--- config.mk ---
export PLATFORM = sky130hd
export DESIGN_NAME = two_level_interrupt_controller
export DESIGN_NICKNAME = d
export VERILOG_FILES = /design/src/inc/irq_pkg.sv /design/src/inc/irq_sel_if.sv /design/src/irq_arbiter.sv /design/src/irq_nest_tracker.sv /design/src/two_level_interrupt_controller.sv
export SDC_FILE = /design/constraint.sdc
export NUM_CORES = 1
export LEC_CHECK = 0
export BUFFER_PORTS_ARGS = -buffer_cell sky130_fd_sc_hd__buf_2
export CORE_UTILIZATION = 35
export CTS_CLUSTER_SIZE = 10
export DETAILED_ROUTE_END_ITERATION = 12
export PLACE_DENSITY = 0.59
export RECOVER_POWER = 100
export SLEW_MARGIN = 15
export SYNTH_ARGS = -nofsm -noshare
export SYNTH_HDL_FRONTEND = slang
export SYNTH_HIERARCHICAL = 1
export SYNTH_SLANG_ARGS = --single-unit
--- constraint.sdc ---
create_clock -name core_clk_i -period 2.6 [get_ports core_clk_i]
set_input_delay 0.26 -clock core_clk_i [delete_from_list [all_inputs] [get_ports core_clk_i]]
set_output_delay 0.26 -clock core_clk_i [all_outputs]
set_load 0.005 [all_outputs]
--- src/inc/irq_pkg.sv ---
package irq_pkg;

  // Register map
  localparam logic [7:0] ADDR_IE = 8'hA8;
  localparam logic [7:0] ADDR_IE2 = 8'hA9;
  localparam logic [7:0] ADDR_IP = 8'hB8;

  // Reset values
  localparam logic [7:0] IE_RST = 8'h00;
  localparam logic [7:0] IE2_RST = 8'h00;
  localparam logic [7:0] IP_RST = 8'h00;
  localparam logic [7:0] UNMAPPED_RDATA = 8'h00;

  // Only the two low bits of the secondary enable exist
  localparam logic [7:0] IE2_WMASK = 8'h03;

  // Enable and priority field positions (shared by both registers)
  localparam int unsigned GLOBAL_EN_BIT = 7;
  localparam int unsigned SB_PRI_BIT = 7;
  localparam int unsigned ADC_BIT = 6;
  localparam int unsigned T2_BIT = 5;
  localparam int unsigned UART_BIT = 4;
  localparam int unsigned T1_BIT = 3;
  localparam int unsigned EXT1_BIT = 2;
  localparam int unsigned T0_BIT = 1;
  localparam int unsigned EXT0_BIT = 0;
  localparam int unsigned PSM_EN_BIT = 1;
  localparam int unsigned SB_EN_BIT = 0;

  // The supply monitor has no priority bit; it sits at this level
  localparam logic PSM_HIGH = 1'b0;

  localparam int unsigned NSRC = 9;
  typedef logic [3:0] src_idx_t;

  // Source index equals its place in the polling order, 0 polled first
  localparam src_idx_t SRC_PSM = 4'h0;
  localparam src_idx_t SRC_EXT0 = 4'h1;
  localparam src_idx_t SRC_ADC = 4'h2;
  localparam src_idx_t SRC_T0 = 4'h3;
  localparam src_idx_t SRC_EXT1 = 4'h4;
  localparam src_idx_t SRC_T1 = 4'h5;
  localparam src_idx_t SRC_SB = 4'h6;
  localparam src_idx_t SRC_UART = 4'h7;
  localparam src_idx_t SRC_T2 = 4'h8;

  localparam logic [15:0] VEC_EXT0 = 16'h0003;
  localparam logic [15:0] VEC_T0 = 16'h000B;
  localparam logic [15:0] VEC_EXT1 = 16'h0013;
  localparam logic [15:0] VEC_T1 = 16'h001B;
  localparam logic [15:0] VEC_UART = 16'h0023;
  localparam logic [15:0] VEC_T2 = 16'h002B;
  localparam logic [15:0] VEC_ADC = 16'h0033;
  localparam logic [15:0] VEC_SB = 16'h003B;
  localparam logic [15:0] VEC_PSM = 16'h0043;
  localparam logic [15:0] VEC_NONE = 16'h0000;

  function automatic logic [15:0] vector_of(input src_idx_t s);
    logic [15:0] v;
    v = VEC_NONE;
    case (s)
      SRC_PSM: v = VEC_PSM;
      SRC_EXT0: v = VEC_EXT0;
      SRC_ADC: v = VEC_ADC;
      SRC_T0: v = VEC_T0;
      SRC_EXT1: v = VEC_EXT1;
      SRC_T1: v = VEC_T1;
      SRC_SB: v = VEC_SB;
      SRC_UART: v = VEC_UART;
      SRC_T2: v = VEC_T2;
      default: v = VEC_NONE;
    endcase
    return v;
  endfunction

  // Lowest set bit wins, matching the polling order
  function automatic src_idx_t first_set(input logic [NSRC-1:0] m);
    src_idx_t r;
    r = 4'h0;
    for (int i = NSRC - 1; i >= 0; i--) begin
      if (m[i]) begin
        r = src_idx_t'(i);
      end
    end
    return r;
  endfunction

endpackage

--- src/inc/irq_sel_if.sv ---
`timescale 1ns/10ps
interface irq_sel_if;
  logic [8:0] cand_hi;
  logic [8:0] cand_lo;
  logic pick_valid;
  irq_pkg::src_idx_t pick_src;
  logic pick_high;
  logic take;
  logic take_high;
  logic ret;
  logic hi_busy;
  logic lo_busy;

  modport arb (
    input cand_hi,
    input cand_lo,
    output pick_valid,
    output pick_src,
    output pick_high
  );

  modport nest (
    input take,
    input take_high,
    input ret,
    output hi_busy,
    output lo_busy
  );

  modport ctl (
    output cand_hi,
    output cand_lo,
    output take,
    output take_high,
    output ret,
    input pick_valid,
    input pick_src,
    input pick_high,
    input hi_busy,
    input lo_busy
  );
endinterface

--- src/irq_arbiter.sv ---
`timescale 1ns/10ps
module irq_arbiter (
  irq_sel_if.arb sel
);

  always_comb begin
    sel.pick_valid = 1'b0;
    sel.pick_src = irq_pkg::first_set(sel.cand_lo);
    sel.pick_high = 1'b0;
    if (|sel.cand_hi) begin
      // High level is served before any low request
      sel.pick_valid = 1'b1;
      sel.pick_src = irq_pkg::first_set(sel.cand_hi);
      sel.pick_high = 1'b1;
    end else if (|sel.cand_lo) begin
      sel.pick_valid = 1'b1;
    end
  end

endmodule

--- src/irq_nest_tracker.sv ---
`timescale 1ns/10ps
module irq_nest_tracker (
  // Clock and reset
  input wire logic core_clk_i,
  input wire logic rst_b_i,
  // Selection link
  irq_sel_if.nest sel
);

  typedef struct packed {
    logic hi_act;
    logic lo_act;
  } nest_s;

  nest_s st_r;
  nest_s st_nxt;

  always_comb begin
    st_nxt = st_r;
    // A return ends the innermost routine, which is the high one if any
    if (sel.ret) begin
      if (st_r.hi_act) begin
        st_nxt.hi_act = 1'b0;
      end else begin
        st_nxt.lo_act = 1'b0;
      end
    end
    if (sel.take) begin
      if (sel.take_high) begin
        st_nxt.hi_act = 1'b1;
      end else begin
        st_nxt.lo_act = 1'b1;
      end
    end
  end

  always_ff @(posedge core_clk_i or negedge rst_b_i) begin
    if (!rst_b_i) begin
      st_r <= '0;
    end else begin
      st_r <= st_nxt;
    end
  end

  assign sel.hi_busy = st_r.hi_act;
  assign sel.lo_busy = st_r.lo_act;
endmodule

--- src/two_level_interrupt_controller.sv ---
`timescale 1ns/10ps
// Overview of operation
// - Global enable bit gates every source
// - Per-source enable bits in enable register
// - Priority register bit one selects high
// - Secondary register enables supply monitor, serial
// - High request preempts running low routine
// - Simultaneous mixed levels: high served first
// - Same level never preempts running routine
// - Fixed polling order within one level
// - Acceptance pushes PC, loads source vector
// - Fixed vector address per source
// - All three registers reset to zero
module two_level_interrupt_controller (
  // Clock and reset
  input wire logic core_clk_i,
  input wire logic rst_b_i,
  // Special function register port
  input wire logic [7:0] sfr_addr_i,
  input wire logic sfr_wr_i,
  input wire logic [7:0] sfr_wdata_i,
  output logic [7:0] sfr_rdata_o,
  // Source flags
  input wire logic supply_monitor_request_i,
  input wire logic ext0_request_i,
  input wire logic adc_request_i,
  input wire logic timer0_overflow_flag_i,
  input wire logic ext1_request_i,
  input wire logic timer1_overflow_flag_i,
  input wire logic two_wire_request_i,
  input wire logic spi_request_i,
  input wire logic receive_done_flag_i,
  input wire logic transmit_done_flag_i,
  input wire logic timer2_overflow_flag_i,
  input wire logic timer2_external_flag_i,
  // Core handshake
  input wire logic instr_boundary_i,
  input wire logic irq_ack_i,
  input wire logic reti_i,
  output logic irq_req_o,
  output logic [15:0] irq_vector_o,
  output logic irq_high_o
);

  typedef struct packed {
    logic [7:0] ie;
    logic [7:0] ie2;
    logic [7:0] ip;
    logic [7:0] rdata;
    logic req;
    logic high;
    irq_pkg::src_idx_t src;
    logic [15:0] vec;
  } ctl_s;

  ctl_s st_r;
  ctl_s st_nxt;

  irq_sel_if sel ();

  logic [8:0] flags;
  logic [8:0] enables;
  logic [8:0] prio;
  logic [8:0] elig;
  logic global_irq_enable;
  logic take;

  irq_arbiter u_arb (
    .sel(sel.arb)
  );

  irq_nest_tracker u_nest (
    .core_clk_i(core_clk_i),
    .rst_b_i(rst_b_i),
    .sel(sel.nest)
  );

  // Bit order follows the polling order, index 0 polled first
  always_comb begin
    flags = '0;
    flags[irq_pkg::SRC_PSM] = supply_monitor_request_i;
    flags[irq_pkg::SRC_EXT0] = ext0_request_i;
    flags[irq_pkg::SRC_ADC] = adc_request_i;
    flags[irq_pkg::SRC_T0] = timer0_overflow_flag_i;
    flags[irq_pkg::SRC_EXT1] = ext1_request_i;
    flags[irq_pkg::SRC_T1] = timer1_overflow_flag_i;
    flags[irq_pkg::SRC_SB] = two_wire_request_i | spi_request_i;
    flags[irq_pkg::SRC_UART] = receive_done_flag_i | transmit_done_flag_i;
    flags[irq_pkg::SRC_T2] = timer2_overflow_flag_i
                           | timer2_external_flag_i;
  end

  always_comb begin
    enables = '0;
    enables[irq_pkg::SRC_PSM] = st_r.ie2[irq_pkg::PSM_EN_BIT];
    enables[irq_pkg::SRC_SB] = st_r.ie2[irq_pkg::SB_EN_BIT];
    enables[irq_pkg::SRC_EXT0] = st_r.ie[irq_pkg::EXT0_BIT];
    enables[irq_pkg::SRC_ADC] = st_r.ie[irq_pkg::ADC_BIT];
    enables[irq_pkg::SRC_T0] = st_r.ie[irq_pkg::T0_BIT];
    enables[irq_pkg::SRC_EXT1] = st_r.ie[irq_pkg::EXT1_BIT];
    enables[irq_pkg::SRC_T1] = st_r.ie[irq_pkg::T1_BIT];
    enables[irq_pkg::SRC_UART] = st_r.ie[irq_pkg::UART_BIT];
    enables[irq_pkg::SRC_T2] = st_r.ie[irq_pkg::T2_BIT];
  end

  always_comb begin
    prio = '0;
    prio[irq_pkg::SRC_PSM] = irq_pkg::PSM_HIGH;
    prio[irq_pkg::SRC_SB] = st_r.ip[irq_pkg::SB_PRI_BIT];
    prio[irq_pkg::SRC_EXT0] = st_r.ip[irq_pkg::EXT0_BIT];
    prio[irq_pkg::SRC_ADC] = st_r.ip[irq_pkg::ADC_BIT];
    prio[irq_pkg::SRC_T0] = st_r.ip[irq_pkg::T0_BIT];
    prio[irq_pkg::SRC_EXT1] = st_r.ip[irq_pkg::EXT1_BIT];
    prio[irq_pkg::SRC_T1] = st_r.ip[irq_pkg::T1_BIT];
    prio[irq_pkg::SRC_UART] = st_r.ip[irq_pkg::UART_BIT];
    prio[irq_pkg::SRC_T2] = st_r.ip[irq_pkg::T2_BIT];
  end

  assign global_irq_enable = st_r.ie[irq_pkg::GLOBAL_EN_BIT];
  assign elig = flags & enables & {9{global_irq_enable}};

  // A running high routine blocks all; a running low one blocks low
  assign sel.cand_hi = sel.hi_busy ? '0 : (elig & prio);
  assign sel.cand_lo = (sel.hi_busy || sel.lo_busy) ? '0 : (elig & ~prio);

  assign take = irq_ack_i && st_r.req;
  assign sel.take = take;
  assign sel.take_high = st_r.high;
  assign sel.ret = reti_i;

  always_comb begin
    st_nxt = st_r;
    if (sfr_wr_i) begin
      case (sfr_addr_i)
        irq_pkg::ADDR_IE: st_nxt.ie = sfr_wdata_i;
        irq_pkg::ADDR_IP: st_nxt.ip = sfr_wdata_i;
        // Reserved bits never store anything
        irq_pkg::ADDR_IE2: st_nxt.ie2 = sfr_wdata_i & irq_pkg::IE2_WMASK;
        default: ;
      endcase
    end
    case (sfr_addr_i)
      irq_pkg::ADDR_IE: st_nxt.rdata = st_r.ie;
      irq_pkg::ADDR_IP: st_nxt.rdata = st_r.ip;
      irq_pkg::ADDR_IE2: st_nxt.rdata = st_r.ie2 & irq_pkg::IE2_WMASK;
      default: st_nxt.rdata = irq_pkg::UNMAPPED_RDATA;
    endcase
    // Acceptance retires the request; the core pushed the PC as it raised the acknowledge
    if (take) begin
      st_nxt.req = 1'b0;
    end else if (instr_boundary_i) begin
      // Requests are only reconsidered between instructions
      st_nxt.req = sel.pick_valid;
      st_nxt.high = sel.pick_high;
      st_nxt.src = sel.pick_src;
      st_nxt.vec = irq_pkg::vector_of(sel.pick_src);
    end
  end

  always_ff @(posedge core_clk_i or negedge rst_b_i) begin
    if (!rst_b_i) begin
      st_r.ie <= irq_pkg::IE_RST;
      st_r.ie2 <= irq_pkg::IE2_RST;
      st_r.ip <= irq_pkg::IP_RST;
      st_r.rdata <= irq_pkg::UNMAPPED_RDATA;
      st_r.req <= 1'b0;
      st_r.high <= 1'b0;
      st_r.src <= irq_pkg::SRC_PSM;
      st_r.vec <= irq_pkg::VEC_NONE;
    end else begin
      st_r <= st_nxt;
    end
  end

  assign sfr_rdata_o = st_r.rdata;
  assign irq_req_o = st_r.req;
  assign irq_vector_o = st_r.vec;
  assign irq_high_o = st_r.high;
endmodule

==> results.py <==
metrics = {
    "hold_path": {
        "worstHoldStart": "reti_i",
        "destination_of_the_worst_hold_path": "u_nest/sel.hi_busy",
        "timing.hold.worst.class": "input pin to flop",
        "whs_path_depth": 2,
    },
    "logic_synthesis": {
        "synth_cell_types": 44,
        "postSynth.asyncResetShare_pct": 100,
        "yosys_warnings": 6,
        "ys_ff_latch": 35,
        "netlist_area_sq_um": 1980,
        "postSynthCellCount": 187,
        "post_synthesis_average_cell_area_sq_um": 10.6,
        "synth-edff-count": 0,
        "synth-seq-area-share_pct": 44.3,
        "top_ff_cell_synth": "sky130_fd_sc_hd__dfrtp_1",
    },
    "cells_and_area": {
        "nets": 302,
        "layout.core_utilization_pct": 49.2,
        "layout_common_cells": "sky130_fd_sc_hd__buf_2, sky130_fd_sc_hd__dfrtp_1, sky130_fd_sc_hd__buf_4, sky130_fd_sc_hd__nand2_1, sky130_fd_sc_hd__mux2_2",
        "final_area_sq_um": 2590,
        "final_common_cell": "sky130_fd_sc_hd__buf_2",
        "antenna-diode-count": 0,
        "drive_gt1_share_pct": 43.2,
        "relative_area_change_from_synthesis_to_final_layout_pct": 31.3,
    },
    "sta": {
        "setup_repair_after_global_routing_missed_its_margin": "yes",
        "slew_headroom_pct": -24.8,
        "setup_viol": 0,
        "final.hold.worst_slack_ns": 0.185,
        "timing_hold_violations_final": 0,
        "min_period_ns": 2.52,
        "final_min_period_over_clock_period_pct": 96.8,
        "maxClockFrequency_mhz": 397,
        "report.final.slew_viol_count": 36,
        "worstMarginPinSlew_ns": 1.87,
        "clock_skew_ns": 0.00709,
    },
    "global_route": {
        "via_count_of_the_first_global_routing_pass": 1611,
        "initial_antenna_violation_count": 0,
        "grt_start_max_net_pins": 36,
        "gr-total-overflow": 0,
        "gr-usage-met2_pct": 25.5,
        "globalRouteMet3Util_pct": 3.10,
        "groute.usage.overall_pct": 16.3,
        "grt_util_met1_pct": 22.5,
        "global_route.peak_usage_layer": "met2",
        "wire_length_of_the_first_global_routing_pass_mm": 7.56,
    },
    "clock_tree": {
        "clk_path_buf_depth": 2,
        "clock_tree.root_cell": "sky130_fd_sc_hd__clkbuf_8",
        "clk_transition_reported_paths_ns": 0.07,
        "cts_sinks": 35,
        "tritoncts.num_buffers": 5,
        "cts.htree.levels": 2,
        "clkLatencyLatePin_ns": 0.28,
        "post_cts_hold_buffer_count": 0,
        "cts_tree": "built",
    },
    "floorplanning": {
        "floorplan.initialDensity_pct": 37.5,
        "fp.dieArea_sq_um": 5950,
        "boundaryPins": 60,
        "die_width_microns": 77.1,
        "fp.coreArea_sq_um": 5270,
        "floorplan.rows": 26,
        "die_y_microns": 77.1,
    },
    "status": {
        "failing_checks": "max-capacitance violations, max-slew violations",
        "status": "finished with violations",
    },
    "worst_setup_path": {
        "cp.required_ns": 2.77,
        "r2r_slack_ns": 0.08,
        "ff_to_ff_start": "global_irq_enable",
        "worstPathCellList": "nor2b_4 -> buf_6 -> and4_4 -> nor4_4 -> nand2_1 -> or2_4 -> o41ai_4 -> inv_1 -> ha_1 -> mux2i_1 -> o211ai_1 -> o21a_1",
        "worst-path-max-fanout": 8,
        "timing.rr.end": "irq_vector_o[3]",
        "endpoint_arrival_time_on_the_critical_path_ns": 2.69,
        "launching_element_type_of_the_critical_path": "flop",
        "max_stage_delay_ns": 0.39,
        "worst-setup-path-type": "flop to flop",
        "slowest_library_cell_on_the_worst_path": "sky130_fd_sc_hd__dfrtp_1",
        "cp-end-kind": "flop",
        "reg2reg_depth": 12,
    },
    "routing": {
        "vias": 1643,
        "sum_of_routed_wire_length_over_all_layers_mm": 4.46,
        "drt_iter0_markers": 45,
        "firstDrtPassIters": 4,
        "routed_via_density": 4.92,
        "remaining_drc_errors": 0,
        "wl_per_cell_microns": 13.3,
        "route.antenna.remaining_nets": 0,
    },
    "place": {
        "detailedPlacementHpwl_mm": 3.42,
        "port-buffer-count": 49,
        "place_area_sq_um": 2500,
        "routabilityCongestion": 0.825,
    },
    "power_and_ir_drop": {
        "vdd.ir_drop.worst_v": 0.000268,
        "pwr_density_cell_nw_per_um2": 419,
        "p_total_mw": 1.09,
        "leakage_nw": 1.25,
    },
    "flow_run": {
        "max_cap_viol_count": 1,
    },
}
[flip-flops by register name, indices dropped and copies added, names as in the netlist]
signal              flops
enables                 9
prio                    8
sfr_rdata_o             8
irq_vector_o            5
global_irq_enable       1
irq_high_o              1
irq_req_o               1
u_nest/sel.hi_busy      1
u_nest/sel.lo_busy      1
[layout make-up]
class                      count  area [sq um]
multi-input combinational    143          1100
tap                           70          87.6
timing repair buffer          72           430
inverter                       8          30.0
fill                         520          2680
clock buffer                   6          72.6
sequential                    35           876
[layer usage]
metal | vias to the layer above | routed length [microns] | part of all wire (%)
met1 | 787 | 2140 | 48
met3 | 2 | 177 | 4.0
met2 | 42 | 2100 | 47
met5 | - | 0 | 0
met4 | 0 | 41 | 0.92
li1 | 812 | - | -
[critical path: cells and delay by family (launching register included)]
family                   cells  cell delay, ns
AND/OR/NAND/NOR              5            0.98
AO/OA/AOI/OAI                3            0.45
flip-flops                   1            0.39
adder cells (fa/ha/maj)      1            0.27
buffers and inverters        2            0.20
multiplexers                 1            0.13
[how the worst max path moves through the flow]
stage | end | from | slack (ns)
2_1_floorplan | irq_vector_o[3] | u_nest/sel.hi_busy | 0.003
3_3_place_gp | irq_vector_o[3] | global_irq_enable | 0.01
3_5_place_dp | irq_vector_o[3] | global_irq_enable | -0.07
4_1_cts | irq_vector_o[3] | global_irq_enable | 0.001
5_1_grt | irq_vector_o[3] | global_irq_enable | -0.11
6_report | irq_vector_o[3] | global_irq_enable | 0.08
[power breakdown]
group          total [mW]  switching, mW  internal, mW
sequential          0.597         0.0244         0.572
combinational       0.130         0.0625        0.0674
clock               0.359          0.180         0.179
total                1.09          0.267         0.818
[Yosys cell counts (all sizes together), types with 2 or more instances]
cell type	instances	area (sq um)
and2	3	21.3
o211ai	3	22.5
and4bb	2	25.0
nor3b	2	15.0
nor2	10	37.5
nor4	4	46.3
inv	8	30.0
and4	5	43.8
nor3	11	55.1
o31ai	2	15.0
nand3	3	25.0
o41a	2	22.5
a31oi	2	12.5
nand2b	3	18.8
dfrtp	35	876
mux2	18	203
ha	3	37.5
mux2i	3	30.0
buf	13	92.6
o21a	2	15.0
a21boi	2	18.8
o21ai	6	30.0
clkbuf	2	7.51
a221o	2	20.0
a21oi	4	20.0
a22o	7	61.3
and3	2	12.5
nand2	18	67.6
[stage by stage]
| stage | setup TNS, ns | setup WS, ns | cells |
|---|---|---|---|
| 3_5_place_dp | -0.0710 | -0.0710 | 327 |
| 5_1_grt | -0.168 | -0.112 | 334 |
| 2_1_floorplan | 0 | 0.00273 | 201 |
| 3_3_place_gp | 0 | 0.0110 | 327 |
| 6_report | 0 | 0.0830 | 334 |
| 4_1_cts | 0 | 0.00131 | 333 |
[cells by family after synthesis]
group / count (synthesis) / share of synthesized area, %
and+or+nand+nor: 70 / 22.2
DFF: 35 / 44.3
AOI/OAI and AO/OA: 34 / 13.0
buffers and inverters: 23 / 6.59
muxes: 21 / 11.8
adders and majority gates: 3 / 1.90
other: 1 / 0.190
[what timing repair did]
item | CTS | global route
buffers inserted | 0 | 1
pin swaps | 0 | 1
endpoints found under the setup margin | 1 | 2
gates resized for setup | 3 | 10
(Power assumes the default switching activity.)
